[config.mk]
export PLATFORM = sky130hd
export DESIGN_NAME = iqdw_ctrl
export DESIGN_NICKNAME = d
export VERILOG_FILES = /design/src/logic/iqdw_pkg.sv /design/src/logic/iqdw_sec_if.sv /design/src/logic/iqdw_ctrl.sv /design/src/logic/iqdw_edge_detect.sv
export VERILOG_INCLUDE_DIRS = /design/src /design/src/logic
export SDC_FILE = /design/constraint.sdc
export NUM_CORES = 1
export LEC_CHECK = 0
export BUFFER_PORTS_ARGS = -buffer_cell sky130_fd_sc_hd__buf_2
export CAP_MARGIN = 20
export CORE_ASPECT_RATIO = 0.8
export CORE_MARGIN = 8
export CORE_UTILIZATION = 51
export CTS_CLUSTER_DIAMETER = 50
export CTS_CLUSTER_SIZE = 40
export DETAILED_ROUTE_END_ITERATION = 7
export GPL_TIMING_DRIVEN = 0
export PLACE_DENSITY = 0.73
export SLEW_MARGIN = 20
export SYNTH_ARGS = -nofsm -noshare
export SYNTH_HDL_FRONTEND = slang
export SYNTH_SLANG_ARGS = --single-unit
[constraint.sdc]
create_clock -name clk -period 3.04 [get_ports clk]
set_input_delay 0.76 -clock clk [delete_from_list [all_inputs] [get_ports clk]]
set_output_delay 0.76 -clock clk [all_outputs]
set_load 0.02 [all_outputs]
[src/logic/iqdw_consts.svh]
// Register offsets, field positions, pin numbers and reset values
`ifndef IQDW_CONSTS_SVH
`define IQDW_CONSTS_SVH

// Register byte offsets within the I/O memory window
`define IQDW_OFF_IRQ 8'h40
`define IQDW_OFF_DIGITAL_LINE_DATA 8'h44
`define IQDW_OFF_DIO_CTRL 8'h48
`define IQDW_OFF_WDG 8'h4C

// Interrupt register layout
`define IQDW_IRQ_EN_LSB 0
`define IQDW_IRQ_EN_MSB 8
`define IQDW_IRQ_FLAG_LSB 16
`define IQDW_IRQ_FLAG_MSB 24
`define IQDW_IRQ_WDG_BIT 31
`define IQDW_IRQ_SRC_COUNT 9

// Source positions inside the nine-bit enable and flag vectors
`define IQDW_SRC_TRIG 0
`define IQDW_SRC_START 1
`define IQDW_SRC_DMA_DONE_FLAG 2
`define IQDW_SRC_DTO 3
`define IQDW_SRC_FAF 4
`define IQDW_SRC_FOF 5
`define IQDW_SRC_DAC_LOAD_FLAG 6
`define IQDW_SRC_EXT0 7
`define IQDW_SRC_EXT1 8

// Digital line control layout
`define IQDW_DIO_GRP0_BIT 0
`define IQDW_DIO_GRP1_BIT 1
`define IQDW_DIO_SEC_LSB 16
`define IQDW_DIO_SEC_MSB 23
`define IQDW_DIO_WIDTH 16
`define IQDW_DIO_GRP_WIDTH 8

// Secondary function pins, in edge-detector lane order
`define IQDW_PIN_TRIG 15
`define IQDW_PIN_START 14
`define IQDW_PIN_EXT 13
`define IQDW_PIN_DAC_LOAD_FLAG 12
`define IQDW_SEC_COUNT 4

// Reset values
`define IQDW_RST_IRQ_EN 9'h000
`define IQDW_RST_IRQ_FLAG 9'h000
`define IQDW_RST_DIGITAL_LINE_DATA 16'h0000
`define IQDW_RST_DIO_GRP 2'h0
`define IQDW_RST_DIO_SEC 8'h00
`define IQDW_RST_WDG_TIMEOUT 32'h0000_0000
`define IQDW_RST_WORD 32'h0000_0000

`endif

[src/logic/iqdw_pkg.sv]
// Types shared by the interrupt, digital line and watchdog control logic
package iqdw_pkg;

	// Watchdog sequencer states, one-hot
	typedef enum logic [2:0] {
		IQDW_WDG_IDLE = 3'h1,
		IQDW_WDG_COUNT = 3'h2,
		IQDW_WDG_BARK = 3'h4
	} iqdw_wdg_state_t;

	// Secondary function lanes
	typedef logic [3:0] iqdw_sec_vec_t;

endpackage : iqdw_pkg

[src/logic/iqdw_sec_if.sv]
// Carrier between the control core and the secondary function edge detector
`timescale 1ns/1ps
interface iqdw_sec_if;
	import iqdw_pkg::*;
	iqdw_sec_vec_t lineLevel;
	iqdw_sec_vec_t funcEnable;
	iqdw_sec_vec_t edgeRise;
	iqdw_sec_vec_t eventPulse;

	modport core (output lineLevel, output funcEnable, output edgeRise, input eventPulse);
	modport detect (input lineLevel, input funcEnable, input edgeRise, output eventPulse);
endinterface : iqdw_sec_if

[src/logic/iqdw_ctrl.sv]
// Interrupt status, digital line port and watchdog control core
// Operation
// - Interrupt register reads fired flags in upper bits, enables in low bits.
// - Watchdog expiry latches bit 31 until software clears it.
// - External interrupt and DAC-load flags latch on enabled configured line edges.
// - Conversion start and trigger flags latch on enabled configured line edges.
// - FIFO overrun flag latches when ADC acquires more than FIFO holds.
// - Almost-full flag latches when FIFO count reaches programmed threshold.
// - DMA timeout and DMA done flags latch on their events.
// - Writing one clears a latched status bit; zero leaves it.
// - Writing one to an enable bit enables that interrupt source.
// - Data register reads pins for input groups, written value for outputs.
// - Output group lines follow written data bits, one high, zero low.
// - Group direction bit set makes its eight lines outputs, clear inputs.
// - Enabled line 13 edge raises the external interrupt event.
// - Enabled line 12 edge loads all DACs and raises DAC-load event.
// - Enabled line 14 edge starts ADC and raises conversion-start event.
// - Enabled line 15 edge triggers timed conversions and raises trigger event.
// - Each secondary function has edge select, one rising, zero falling.
// - Watchdog counts base clock ticks, expires after programmed tick count.
// - Expiry resets the board fully except status output and watchdog flag.
// - Expiry drives the watchdog status output pin low.
`timescale 1ns/1ps
`include "iqdw_consts.svh"
module iqdw_ctrl
	import iqdw_pkg::*;
(
	input wire logic clk,
	input wire logic sys_rst,
	input wire logic hostWrEn,
	input wire logic hostRdEn,
	input wire logic [7:0] hostAddr,
	input wire logic [31:0] hostWrData,
	output logic [31:0] hostRdData,
	output logic hostRdValid,
	output logic hostIrq,
	input wire logic [15:0] digitalLineIn,
	output logic [15:0] digitalLineOut,
	output logic [15:0] digitalLineOe,
	input wire logic adcTick,
	input wire logic fifoOverrunEvent,
	input wire logic fifoAlmostFullLevel,
	input wire logic dmaTimeoutEvent,
	input wire logic dmaDoneEvent,
	output logic dacLoadPulse,
	output logic convStartPulse,
	output logic convTriggerPulse,
	output logic boardResetPulse,
	output logic expiryStatusOutputN
);

	// Offset match; shared by the write and read decoders
	function automatic logic isOffset(input logic [7:0] addr, input logic [7:0] offset);
		isOffset = (addr == offset);
	endfunction : isOffset

	// Register state
	logic [8:0] irqEnable_reg;
	logic [8:0] irqEnable_next;
	logic [8:0] irqFlags_reg;
	logic [8:0] irqFlags_next;
	logic watchdogFiredFlag_reg;
	logic watchdogFiredFlag_next;
	logic [15:0] lineData_reg;
	logic [1:0] groupOutputSelect_reg;
	logic [7:0] secFuncCfg_reg;
	logic [31:0] wdgTimeout_reg;
	logic [31:0] wdgCount_reg;
	logic [31:0] wdgCount_next;
	iqdw_wdg_state_t wdgState_reg;
	iqdw_wdg_state_t wdgState_next;
	logic [31:0] rdData_reg;
	logic rdValid_reg;
	logic expiryStatusN_reg;

	// Decode and control wires
	logic hitIrq;
	logic hitLineData;
	logic hitLineCtrl;
	logic hitWdg;
	logic wrIrq;
	logic wrLineData;
	logic wrLineCtrl;
	logic wrWdg;
	logic [8:0] clearMask;
	logic [8:0] sourceEvent;
	logic [31:0] irqWord;
	logic [31:0] lineDataWord;
	logic [31:0] lineCtrlWord;
	logic [31:0] rdMux;
	logic [15:0] lineReadback;
	logic [15:0] groupOe;
	logic wdgExpire;
	logic localRst;
	logic extIrqPulse;
	logic dacLoadEvt;
	logic convStartEvt;
	logic convTriggerEvt;

	// Expiry acts as a power-on reset for everything but the fired flag and status pin
	assign wdgExpire = (wdgState_reg == IQDW_WDG_BARK);
	assign localRst = sys_rst | wdgExpire;

	// Address decode
	assign hitIrq = isOffset(hostAddr, `IQDW_OFF_IRQ);
	assign hitLineData = isOffset(hostAddr, `IQDW_OFF_DIGITAL_LINE_DATA);
	assign hitLineCtrl = isOffset(hostAddr, `IQDW_OFF_DIO_CTRL);
	assign hitWdg = isOffset(hostAddr, `IQDW_OFF_WDG);
	assign wrIrq = hostWrEn & hitIrq;
	assign wrLineData = hostWrEn & hitLineData;
	assign wrLineCtrl = hostWrEn & hitLineCtrl;
	assign wrWdg = hostWrEn & hitWdg;

	// Secondary function carrier; lane order is trigger, start, external, DAC load
	iqdw_sec_if secBus ();

	assign secBus.lineLevel = {digitalLineIn[`IQDW_PIN_DAC_LOAD_FLAG], digitalLineIn[`IQDW_PIN_EXT],
		digitalLineIn[`IQDW_PIN_START], digitalLineIn[`IQDW_PIN_TRIG]};
	// Control bits 22,20,18,16 are enables and 23,21,19,17 edge selects
	assign secBus.funcEnable = {secFuncCfg_reg[4], secFuncCfg_reg[6], secFuncCfg_reg[2],
		secFuncCfg_reg[0]};
	assign secBus.edgeRise = {secFuncCfg_reg[5], secFuncCfg_reg[7], secFuncCfg_reg[3],
		secFuncCfg_reg[1]};

	iqdw_edge_detect uEdge (
		.clk(clk),
		.rst(localRst),
		.sec(secBus.detect)
	);

	// Detector pulses, one cycle each
	assign convTriggerEvt = secBus.eventPulse[0];
	assign convStartEvt = secBus.eventPulse[1];
	assign extIrqPulse = secBus.eventPulse[2];
	assign dacLoadEvt = secBus.eventPulse[3];
	assign dacLoadPulse = dacLoadEvt;
	assign convStartPulse = convStartEvt;
	assign convTriggerPulse = convTriggerEvt;

	// Event vector in flag order; the second external source has no line and stays idle
	assign sourceEvent[`IQDW_SRC_TRIG] = convTriggerEvt;
	assign sourceEvent[`IQDW_SRC_START] = convStartEvt;
	assign sourceEvent[`IQDW_SRC_DMA_DONE_FLAG] = dmaDoneEvent;
	assign sourceEvent[`IQDW_SRC_DTO] = dmaTimeoutEvent;
	assign sourceEvent[`IQDW_SRC_FAF] = fifoAlmostFullLevel;
	assign sourceEvent[`IQDW_SRC_FOF] = fifoOverrunEvent;
	assign sourceEvent[`IQDW_SRC_DAC_LOAD_FLAG] = dacLoadEvt;
	assign sourceEvent[`IQDW_SRC_EXT0] = extIrqPulse;
	assign sourceEvent[`IQDW_SRC_EXT1] = 1'b0;

	// Write-one-to-clear; a new event in the same cycle wins over the clear
	assign clearMask = wrIrq ? hostWrData[`IQDW_IRQ_FLAG_MSB:`IQDW_IRQ_FLAG_LSB] : 9'h000;
	assign irqFlags_next = (irqFlags_reg & ~clearMask) | sourceEvent;
	// Enables store what is written, so writing back a read value keeps them
	assign irqEnable_next = wrIrq ? hostWrData[`IQDW_IRQ_EN_MSB:`IQDW_IRQ_EN_LSB] : irqEnable_reg;
	assign watchdogFiredFlag_next = wdgExpire |
		(watchdogFiredFlag_reg & ~(wrIrq & hostWrData[`IQDW_IRQ_WDG_BIT]));

	// Interrupt flag and enable storage, cleared by board reset
	always_ff @(posedge clk)
	begin
		if (localRst)
		begin
			irqFlags_reg <= `IQDW_RST_IRQ_FLAG;
			irqEnable_reg <= `IQDW_RST_IRQ_EN;
		end
		else
		begin
			irqFlags_reg <= irqFlags_next;
			irqEnable_reg <= irqEnable_next;
		end
	end

	// Fired flag and status pin survive the watchdog reset; the system reset or a one written to bit 31 clears them
	always_ff @(posedge clk)
	begin
		if (sys_rst)
		begin
			watchdogFiredFlag_reg <= 1'b0;
			expiryStatusN_reg <= 1'b1;
		end
		else
		begin
			watchdogFiredFlag_reg <= watchdogFiredFlag_next;
			expiryStatusN_reg <= ~watchdogFiredFlag_next;
		end
	end

	assign expiryStatusOutputN = expiryStatusN_reg;
	assign boardResetPulse = wdgExpire;

	// Host interrupt: any enabled flag
	assign hostIrq = |(irqFlags_reg & irqEnable_reg);

	// Digital line data and control registers
	always_ff @(posedge clk)
	begin
		if (localRst)
		begin
			lineData_reg <= `IQDW_RST_DIGITAL_LINE_DATA;
			groupOutputSelect_reg <= `IQDW_RST_DIO_GRP;
			secFuncCfg_reg <= `IQDW_RST_DIO_SEC;
		end
		else
		begin
			if (wrLineData)
				lineData_reg <= hostWrData[15:0];
			if (wrLineCtrl)
			begin
				groupOutputSelect_reg <= hostWrData[`IQDW_DIO_GRP1_BIT:`IQDW_DIO_GRP0_BIT];
				secFuncCfg_reg <= hostWrData[`IQDW_DIO_SEC_MSB:`IQDW_DIO_SEC_LSB];
			end
		end
	end

	// Group direction; lines of an input group are left undriven
	genvar grp;
	generate
		for (grp = 0; grp < 2; grp = grp + 1)
		begin : gGroup
			assign groupOe[grp*8 +: 8] = {8{groupOutputSelect_reg[grp]}};
			assign lineReadback[grp*8 +: 8] = groupOutputSelect_reg[grp] ?
				lineData_reg[grp*8 +: 8] : digitalLineIn[grp*8 +: 8];
		end
	endgenerate

	assign digitalLineOe = groupOe;
	assign digitalLineOut = lineData_reg;

	// Watchdog sequencer; a zero timeout parks it in idle
	always_comb
	begin
		wdgState_next = wdgState_reg;
		wdgCount_next = wdgCount_reg;
		case (wdgState_reg)
			IQDW_WDG_IDLE:
			begin
				wdgCount_next = 32'h0000_0000;
				if (wdgTimeout_reg != 32'h0000_0000)
					wdgState_next = IQDW_WDG_COUNT;
			end
			IQDW_WDG_COUNT:
			begin
				if (wdgTimeout_reg == 32'h0000_0000)
				begin
					wdgState_next = IQDW_WDG_IDLE;
					wdgCount_next = 32'h0000_0000;
				end
				else if (adcTick)
				begin
					wdgCount_next = wdgCount_reg + 32'h0000_0001;
					if (wdgCount_next >= wdgTimeout_reg)
						wdgState_next = IQDW_WDG_BARK;
				end
			end
			IQDW_WDG_BARK:
			begin
				wdgState_next = IQDW_WDG_IDLE;
				wdgCount_next = 32'h0000_0000;
			end
			default:
			begin
				wdgState_next = IQDW_WDG_IDLE;
				wdgCount_next = 32'h0000_0000;
			end
		endcase
		// A timeout write restarts the count, which is how software services the watchdog
		if (wrWdg && (wdgState_reg != IQDW_WDG_BARK))
			wdgCount_next = 32'h0000_0000;
	end

	// Watchdog state, count and timeout; the bark itself clears the timeout to disabled
	always_ff @(posedge clk)
	begin
		if (localRst)
		begin
			wdgState_reg <= IQDW_WDG_IDLE;
			wdgCount_reg <= 32'h0000_0000;
			wdgTimeout_reg <= `IQDW_RST_WDG_TIMEOUT;
		end
		else
		begin
			wdgState_reg <= wdgState_next;
			wdgCount_reg <= wdgCount_next;
			if (wrWdg)
				wdgTimeout_reg <= hostWrData;
		end
	end

	// Read words; unused bits read as zero
	assign irqWord = {watchdogFiredFlag_reg, 6'h00, irqFlags_reg, 7'h00, irqEnable_reg};
	assign lineDataWord = {16'h0000, lineReadback};
	assign lineCtrlWord = {8'h00, secFuncCfg_reg, 14'h0000, groupOutputSelect_reg};
	assign rdMux = hitIrq ? irqWord :
		hitLineData ? lineDataWord :
		hitLineCtrl ? lineCtrlWord :
		hitWdg ? wdgTimeout_reg : `IQDW_RST_WORD;

	// Registered read answer, one cycle after the request
	always_ff @(posedge clk)
	begin
		if (localRst)
		begin
			rdData_reg <= `IQDW_RST_WORD;
			rdValid_reg <= 1'b0;
		end
		else
		begin
			rdValid_reg <= hostRdEn;
			if (hostRdEn)
				rdData_reg <= rdMux;
		end
	end

	assign hostRdData = rdData_reg;
	assign hostRdValid = rdValid_reg;

endmodule : iqdw_ctrl

[src/logic/iqdw_edge_detect.sv]
// Edge detector for the four digital line secondary functions
`timescale 1ns/1ps
`include "iqdw_consts.svh"
module iqdw_edge_detect
	import iqdw_pkg::*;
(
	input wire logic clk,
	input wire logic rst,
	iqdw_sec_if.detect sec
);

	iqdw_sec_vec_t prevLevel_reg;
	iqdw_sec_vec_t pulse_reg;
	iqdw_sec_vec_t hitEdge;

	// Per lane edge select: one picks rising, zero picks falling
	genvar lane;
	generate
		for (lane = 0; lane < `IQDW_SEC_COUNT; lane = lane + 1)
		begin : gLane
			assign hitEdge[lane] = sec.funcEnable[lane] & (sec.edgeRise[lane] ?
				(sec.lineLevel[lane] & ~prevLevel_reg[lane]) :
				(~sec.lineLevel[lane] & prevLevel_reg[lane]));
		end
	endgenerate

	// Previous level tracks the pin even while disabled, so enabling never fakes an edge
	always_ff @(posedge clk)
	begin
		if (rst)
		begin
			prevLevel_reg <= 4'h0;
			pulse_reg <= 4'h0;
		end
		else
		begin
			prevLevel_reg <= sec.lineLevel;
			pulse_reg <= hitEdge;
		end
	end

	assign sec.eventPulse = pulse_reg;

endmodule : iqdw_edge_detect

==> flow_metrics.py <==
metrics = {
    "run_status": {
        "status": "finished, violations left",
        "violations": "setup timing",
    },
    "critical_path": {
        "critical_path.slowest_cell": "or3_1",
        "crit_arrival_ps": 3480,
        "startpoint": "wdgCount_reg[4]",
        "r2r-start": "wdgCount_reg[4]",
        "crit_path_max_fanout": 8,
        "setup.worst_path.end_class": "flip-flop",
        "critPathMaxStageDelay_ps": 390,
        "r2r_slack_ps": -110,
        "worst_r2r_path_depth": 15,
        "cp.required_ps": 3370,
        "regToRegEndpoint": "wdgState_reg[1]",
        "crit_chain": "buf_6, nand3_1, or3_1, buf_6, nor3_4, nand3_1, nor2_1, xor2_1, ha_1, nand4_1, nor3_2, nand3_2, a41oi_4, nor4b_2, o21a_1",
        "start_kind": "flip-flop",
        "path_class": "flip-flop to flip-flop",
    },
    "placement": {
        "dp_hpwl_um": 17600,
        "place_worst_setup_slack_ps": -495,
        "gp_congestion": 0.943,
        "dp_cells": 1322,
        "io_buffer_count": 134,
    },
    "finish": {
        "area_growth_pct": 24.2,
        "diodes": 0,
        "fin_cells": 1381,
        "layout-drive-gt1-share_pct": 23.1,
        "nets": 1256,
        "fill_cells": 1286,
    },
    "detailed_routing": {
        "dr.pass1.iters": 5,
        "drc": 0,
        "drt_iter0_drc": 593,
        "wl_per_cell_um": 17.4,
        "num_vias": 7484,
        "antenna_left": 0,
        "viasPerCell": 5.42,
        "wirelength_um": 24000,
    },
    "timing": {
        "slew_headroom_pct": 45.9,
        "finalMaxSlewViolations": 0,
        "period_share_pct": 104,
        "tns_ps": -199,
        "finalSetupViolations": 2,
        "fin_ws_ps": -106,
        "clock_skew_ps": 9.59,
        "fin_crit_ps": 3150,
        "tightest_slew_ps": 812,
        "rsz0062_at_grt": "yes",
        "hold_viol": 0,
        "max_freq_ghz": 0.318,
    },
    "synth": {
        "syn_nets": 1076,
        "synth_cell_types": 51,
        "ys_ff_latch": 154,
        "yosysWarnings": 0,
        "yosysSeqAreaShare_pct": 39.0,
        "synth_area_mm2": 0.00790,
        "synth_area_per_cell_um2": 8.08,
        "synth_cells": 978,
    },
    "die": {
        "start_util_pct": 52.4,
        "core_area_mm2": 0.0151,
        "num_rows": 40,
        "io_pins": 136,
        "die_w_um": 155,
        "die_height_um": 127,
        "dieArea_mm2": 0.0198,
    },
    "worst_hold_path": {
        "min-delay-start": "uEdge.sec.eventPulse[2]",
        "hold_class": "flip-flop to flip-flop",
        "whs_endpoint": "irqFlags_reg[7]",
        "hold_path_depth": 2,
    },
    "power": {
        "seqPwrFrac_pct": 45.9,
        "vdd_drop_max_mv": 0.373,
        "power_density_mw_per_mm2": 454,
        "power_switching_uw": 1050,
        "power_frac_clock_pct": 49.1,
        "p_leak_uw": 0.00422,
        "intPower_uw": 3410,
        "p_comb_share_pct": 5.0,
        "p_sw_share_pct": 23.6,
    },
    "grt": {
        "grt_max_degree": 17,
        "grt.total_usage_pct": 24.0,
        "grt_pass1_vias": 7087,
        "grt.overflow.total": 0,
        "antenna_found_initial": 0,
        "grt_pass1_wl_um": 37300,
    },
    "clocking": {
        "cts_buffers": 17,
        "cts_tree": "done",
        "htree_num_levels": 4,
        "clock_latency_ps": 430,
        "root_buffer": "clkbuf_16",
        "cts_hold_buffers": 0,
        "clkSinkCount": 154,
        "clk_pin_slew_ps": 70,
        "clockBufferDepth": 2,
    },
    "job": {
        "maxCapViolCount": 0,
    },
}
cells in the final DEF (no fill, tap or decap), types with 3 or more instances in the layout:
master     instances
dfxtp_1          145
buf_2            150
clkinv_4           3
xor2_1            38
and3_1             9
or3_1              3
nor2b_1           21
nand4_1           16
xnor2_1           23
nand2_1          147
dfxtp_2            7
nor4_1             8
buf_6              5
ha_1              32
or2_2              4
nor2_1           121
buf_4             44
a22oi_1            3
nand3_1           35
clkbuf_1          38
nor2_4             3
nor3_2             3
clkbuf_16         17
a21oi_1           93
a211oi_1           9
inv_6              3
inv_1             32
mux2i_1           51
nand2b_1          11
o21ai_0           23
and2_1            11
a22o_1            10
bufinv_16          3
worst max-delay path: cells and delay by family, from the launching register on:
family,cells,cell delay (ps)
AOI/OAI and AO/OA,2,430
xor gates and xnor gates,1,100
adders and majority gates,1,320
buffers and inverters,2,250
DFF,1,320
and+or+nand+nor,9,1630
per-stage QoR:
| stage | area (um^2) | power [uW] | utilization, % | hold slack [ps] |
|---|---|---|---|---|
| 3_3_place_gp | 8850 | 2300 | 58.8 | 422 |
| 5_1_grt | 9820 | 4580 | 65.2 | 473 |
| 2_1_floorplan | 7920 | 2190 | - | 413 |
| 4_1_cts | 9730 | 4460 | 64.6 | 445 |
| 6_report | 9820 | 4460 | 65.2 | 440 |
| 3_5_place_dp | 8850 | 2310 | 58.8 | 430 |
power by group through the flow:
stage | clock (uW) | sequential [uW] | combinational (uW)
global placement | 0 | 2090 | 214
detailed placement | 0 | 2090 | 215
global route | 2290 | 2040 | 239
floorplan | 0 | 2090 | 95.4
CTS | 2200 | 2040 | 218
finish | 2190 | 2040 | 224
how the worst max path moves through the flow:
stage,endpoint,depth (start not counted)
after floorplan,wdgState_reg[1],13
after global placement,wdgState_reg[1],13
after detailed placement,wdgState_reg[1],13
after CTS,wdgState_reg[1],14
after global routing,wdgState_reg[1],15
final,wdgState_reg[1],15
per-layer routing:
| layer | GRT usage (%) | vias to the layer above | part of all wire [%] |
|---|---|---|---|
| met5 | 0 | - | 0 |
| met4 | 6.84 | 0 | 1.4 |
| met3 | 6.81 | 28 | 8.7 |
| met2 | 37.3 | 286 | 44 |
| met1 | 31.9 | 3528 | 46 |
| li1 | - | 3642 | - |
cell type report:
cell class | count | area [um^2] | share of cell area [%]
Buffer | 73 | 380 | 3.88
Clock buffer | 19 | 433 | 4.41
Clock inverter | 13 | 168 | 1.71
Inverter | 32 | 120 | 1.22
Multi-Input combinational cell | 716 | 4440 | 45.2
Sequential cell | 154 | 3100 | 31.6
Tap cell | 210 | 263 | 2.68
Timing Repair Buffer | 164 | 916 | 9.33
cell families (layout without fill, tap and decap cells):
kind of cell	count (synthesis)	count (layout)	synth area share [%]
adders and majority gates	33	33	5.23
AOI/OAI and AO/OA	155	155	11.3
xor gates and xnor gates	61	61	6.76
muxes	51	51	6.46
DFF	154	154	39.0
buffers and inverters	108	301	6.37
and+or+nand+nor	416	416	24.9
cells in the mapped netlist (all sizes together):
cell type / instances / area share [%]
nor4b: 1 / 0.11
ha: 33 / 5.2
a2111oi: 2 / 0.22
xnor2: 23 / 2.5
o21ai: 25 / 1.6
nand3: 37 / 2.4
a222oi: 1 / 0.13
buf: 37 / 3.0
nand4: 17 / 1.5
nor3b: 1 / 0.095
nor2b: 21 / 1.7
a22oi: 3 / 0.29
nand2: 148 / 7.1
mux2i: 51 / 6.5
a41oi: 2 / 0.22
and2: 11 / 0.87
a211oi: 10 / 0.95
or2: 4 / 0.32
and4: 4 / 0.44
nand4b: 1 / 0.11
or4: 1 / 0.095
or3: 3 / 0.24
a31oi: 2 / 0.16
a2111o: 1 / 0.14
clkbuf: 39 / 1.9
a22o: 10 / 1.1
nor3: 7 / 0.63
o2111ai: 2 / 0.22
a21oi: 94 / 6.0
nand3b: 1 / 0.095
dfxtp: 154 / 39
nor2: 125 / 6.0
nand2b: 11 / 0.87
o21a: 2 / 0.19
xor2: 38 / 4.2
inv: 32 / 1.5
a221oi: 1 / 0.11
nor4: 11 / 1.3
and3: 11 / 0.87
or4b: 1 / 0.13
timing repair:
action | 4_1_cts | 5_1_grt
gates resized for setup | 31 | 10
setup endpoints to repair | 2 | 2
pin swaps | 20 | 10
buffers inserted | 21 | 9
Power figures use the tool's default switching activity.
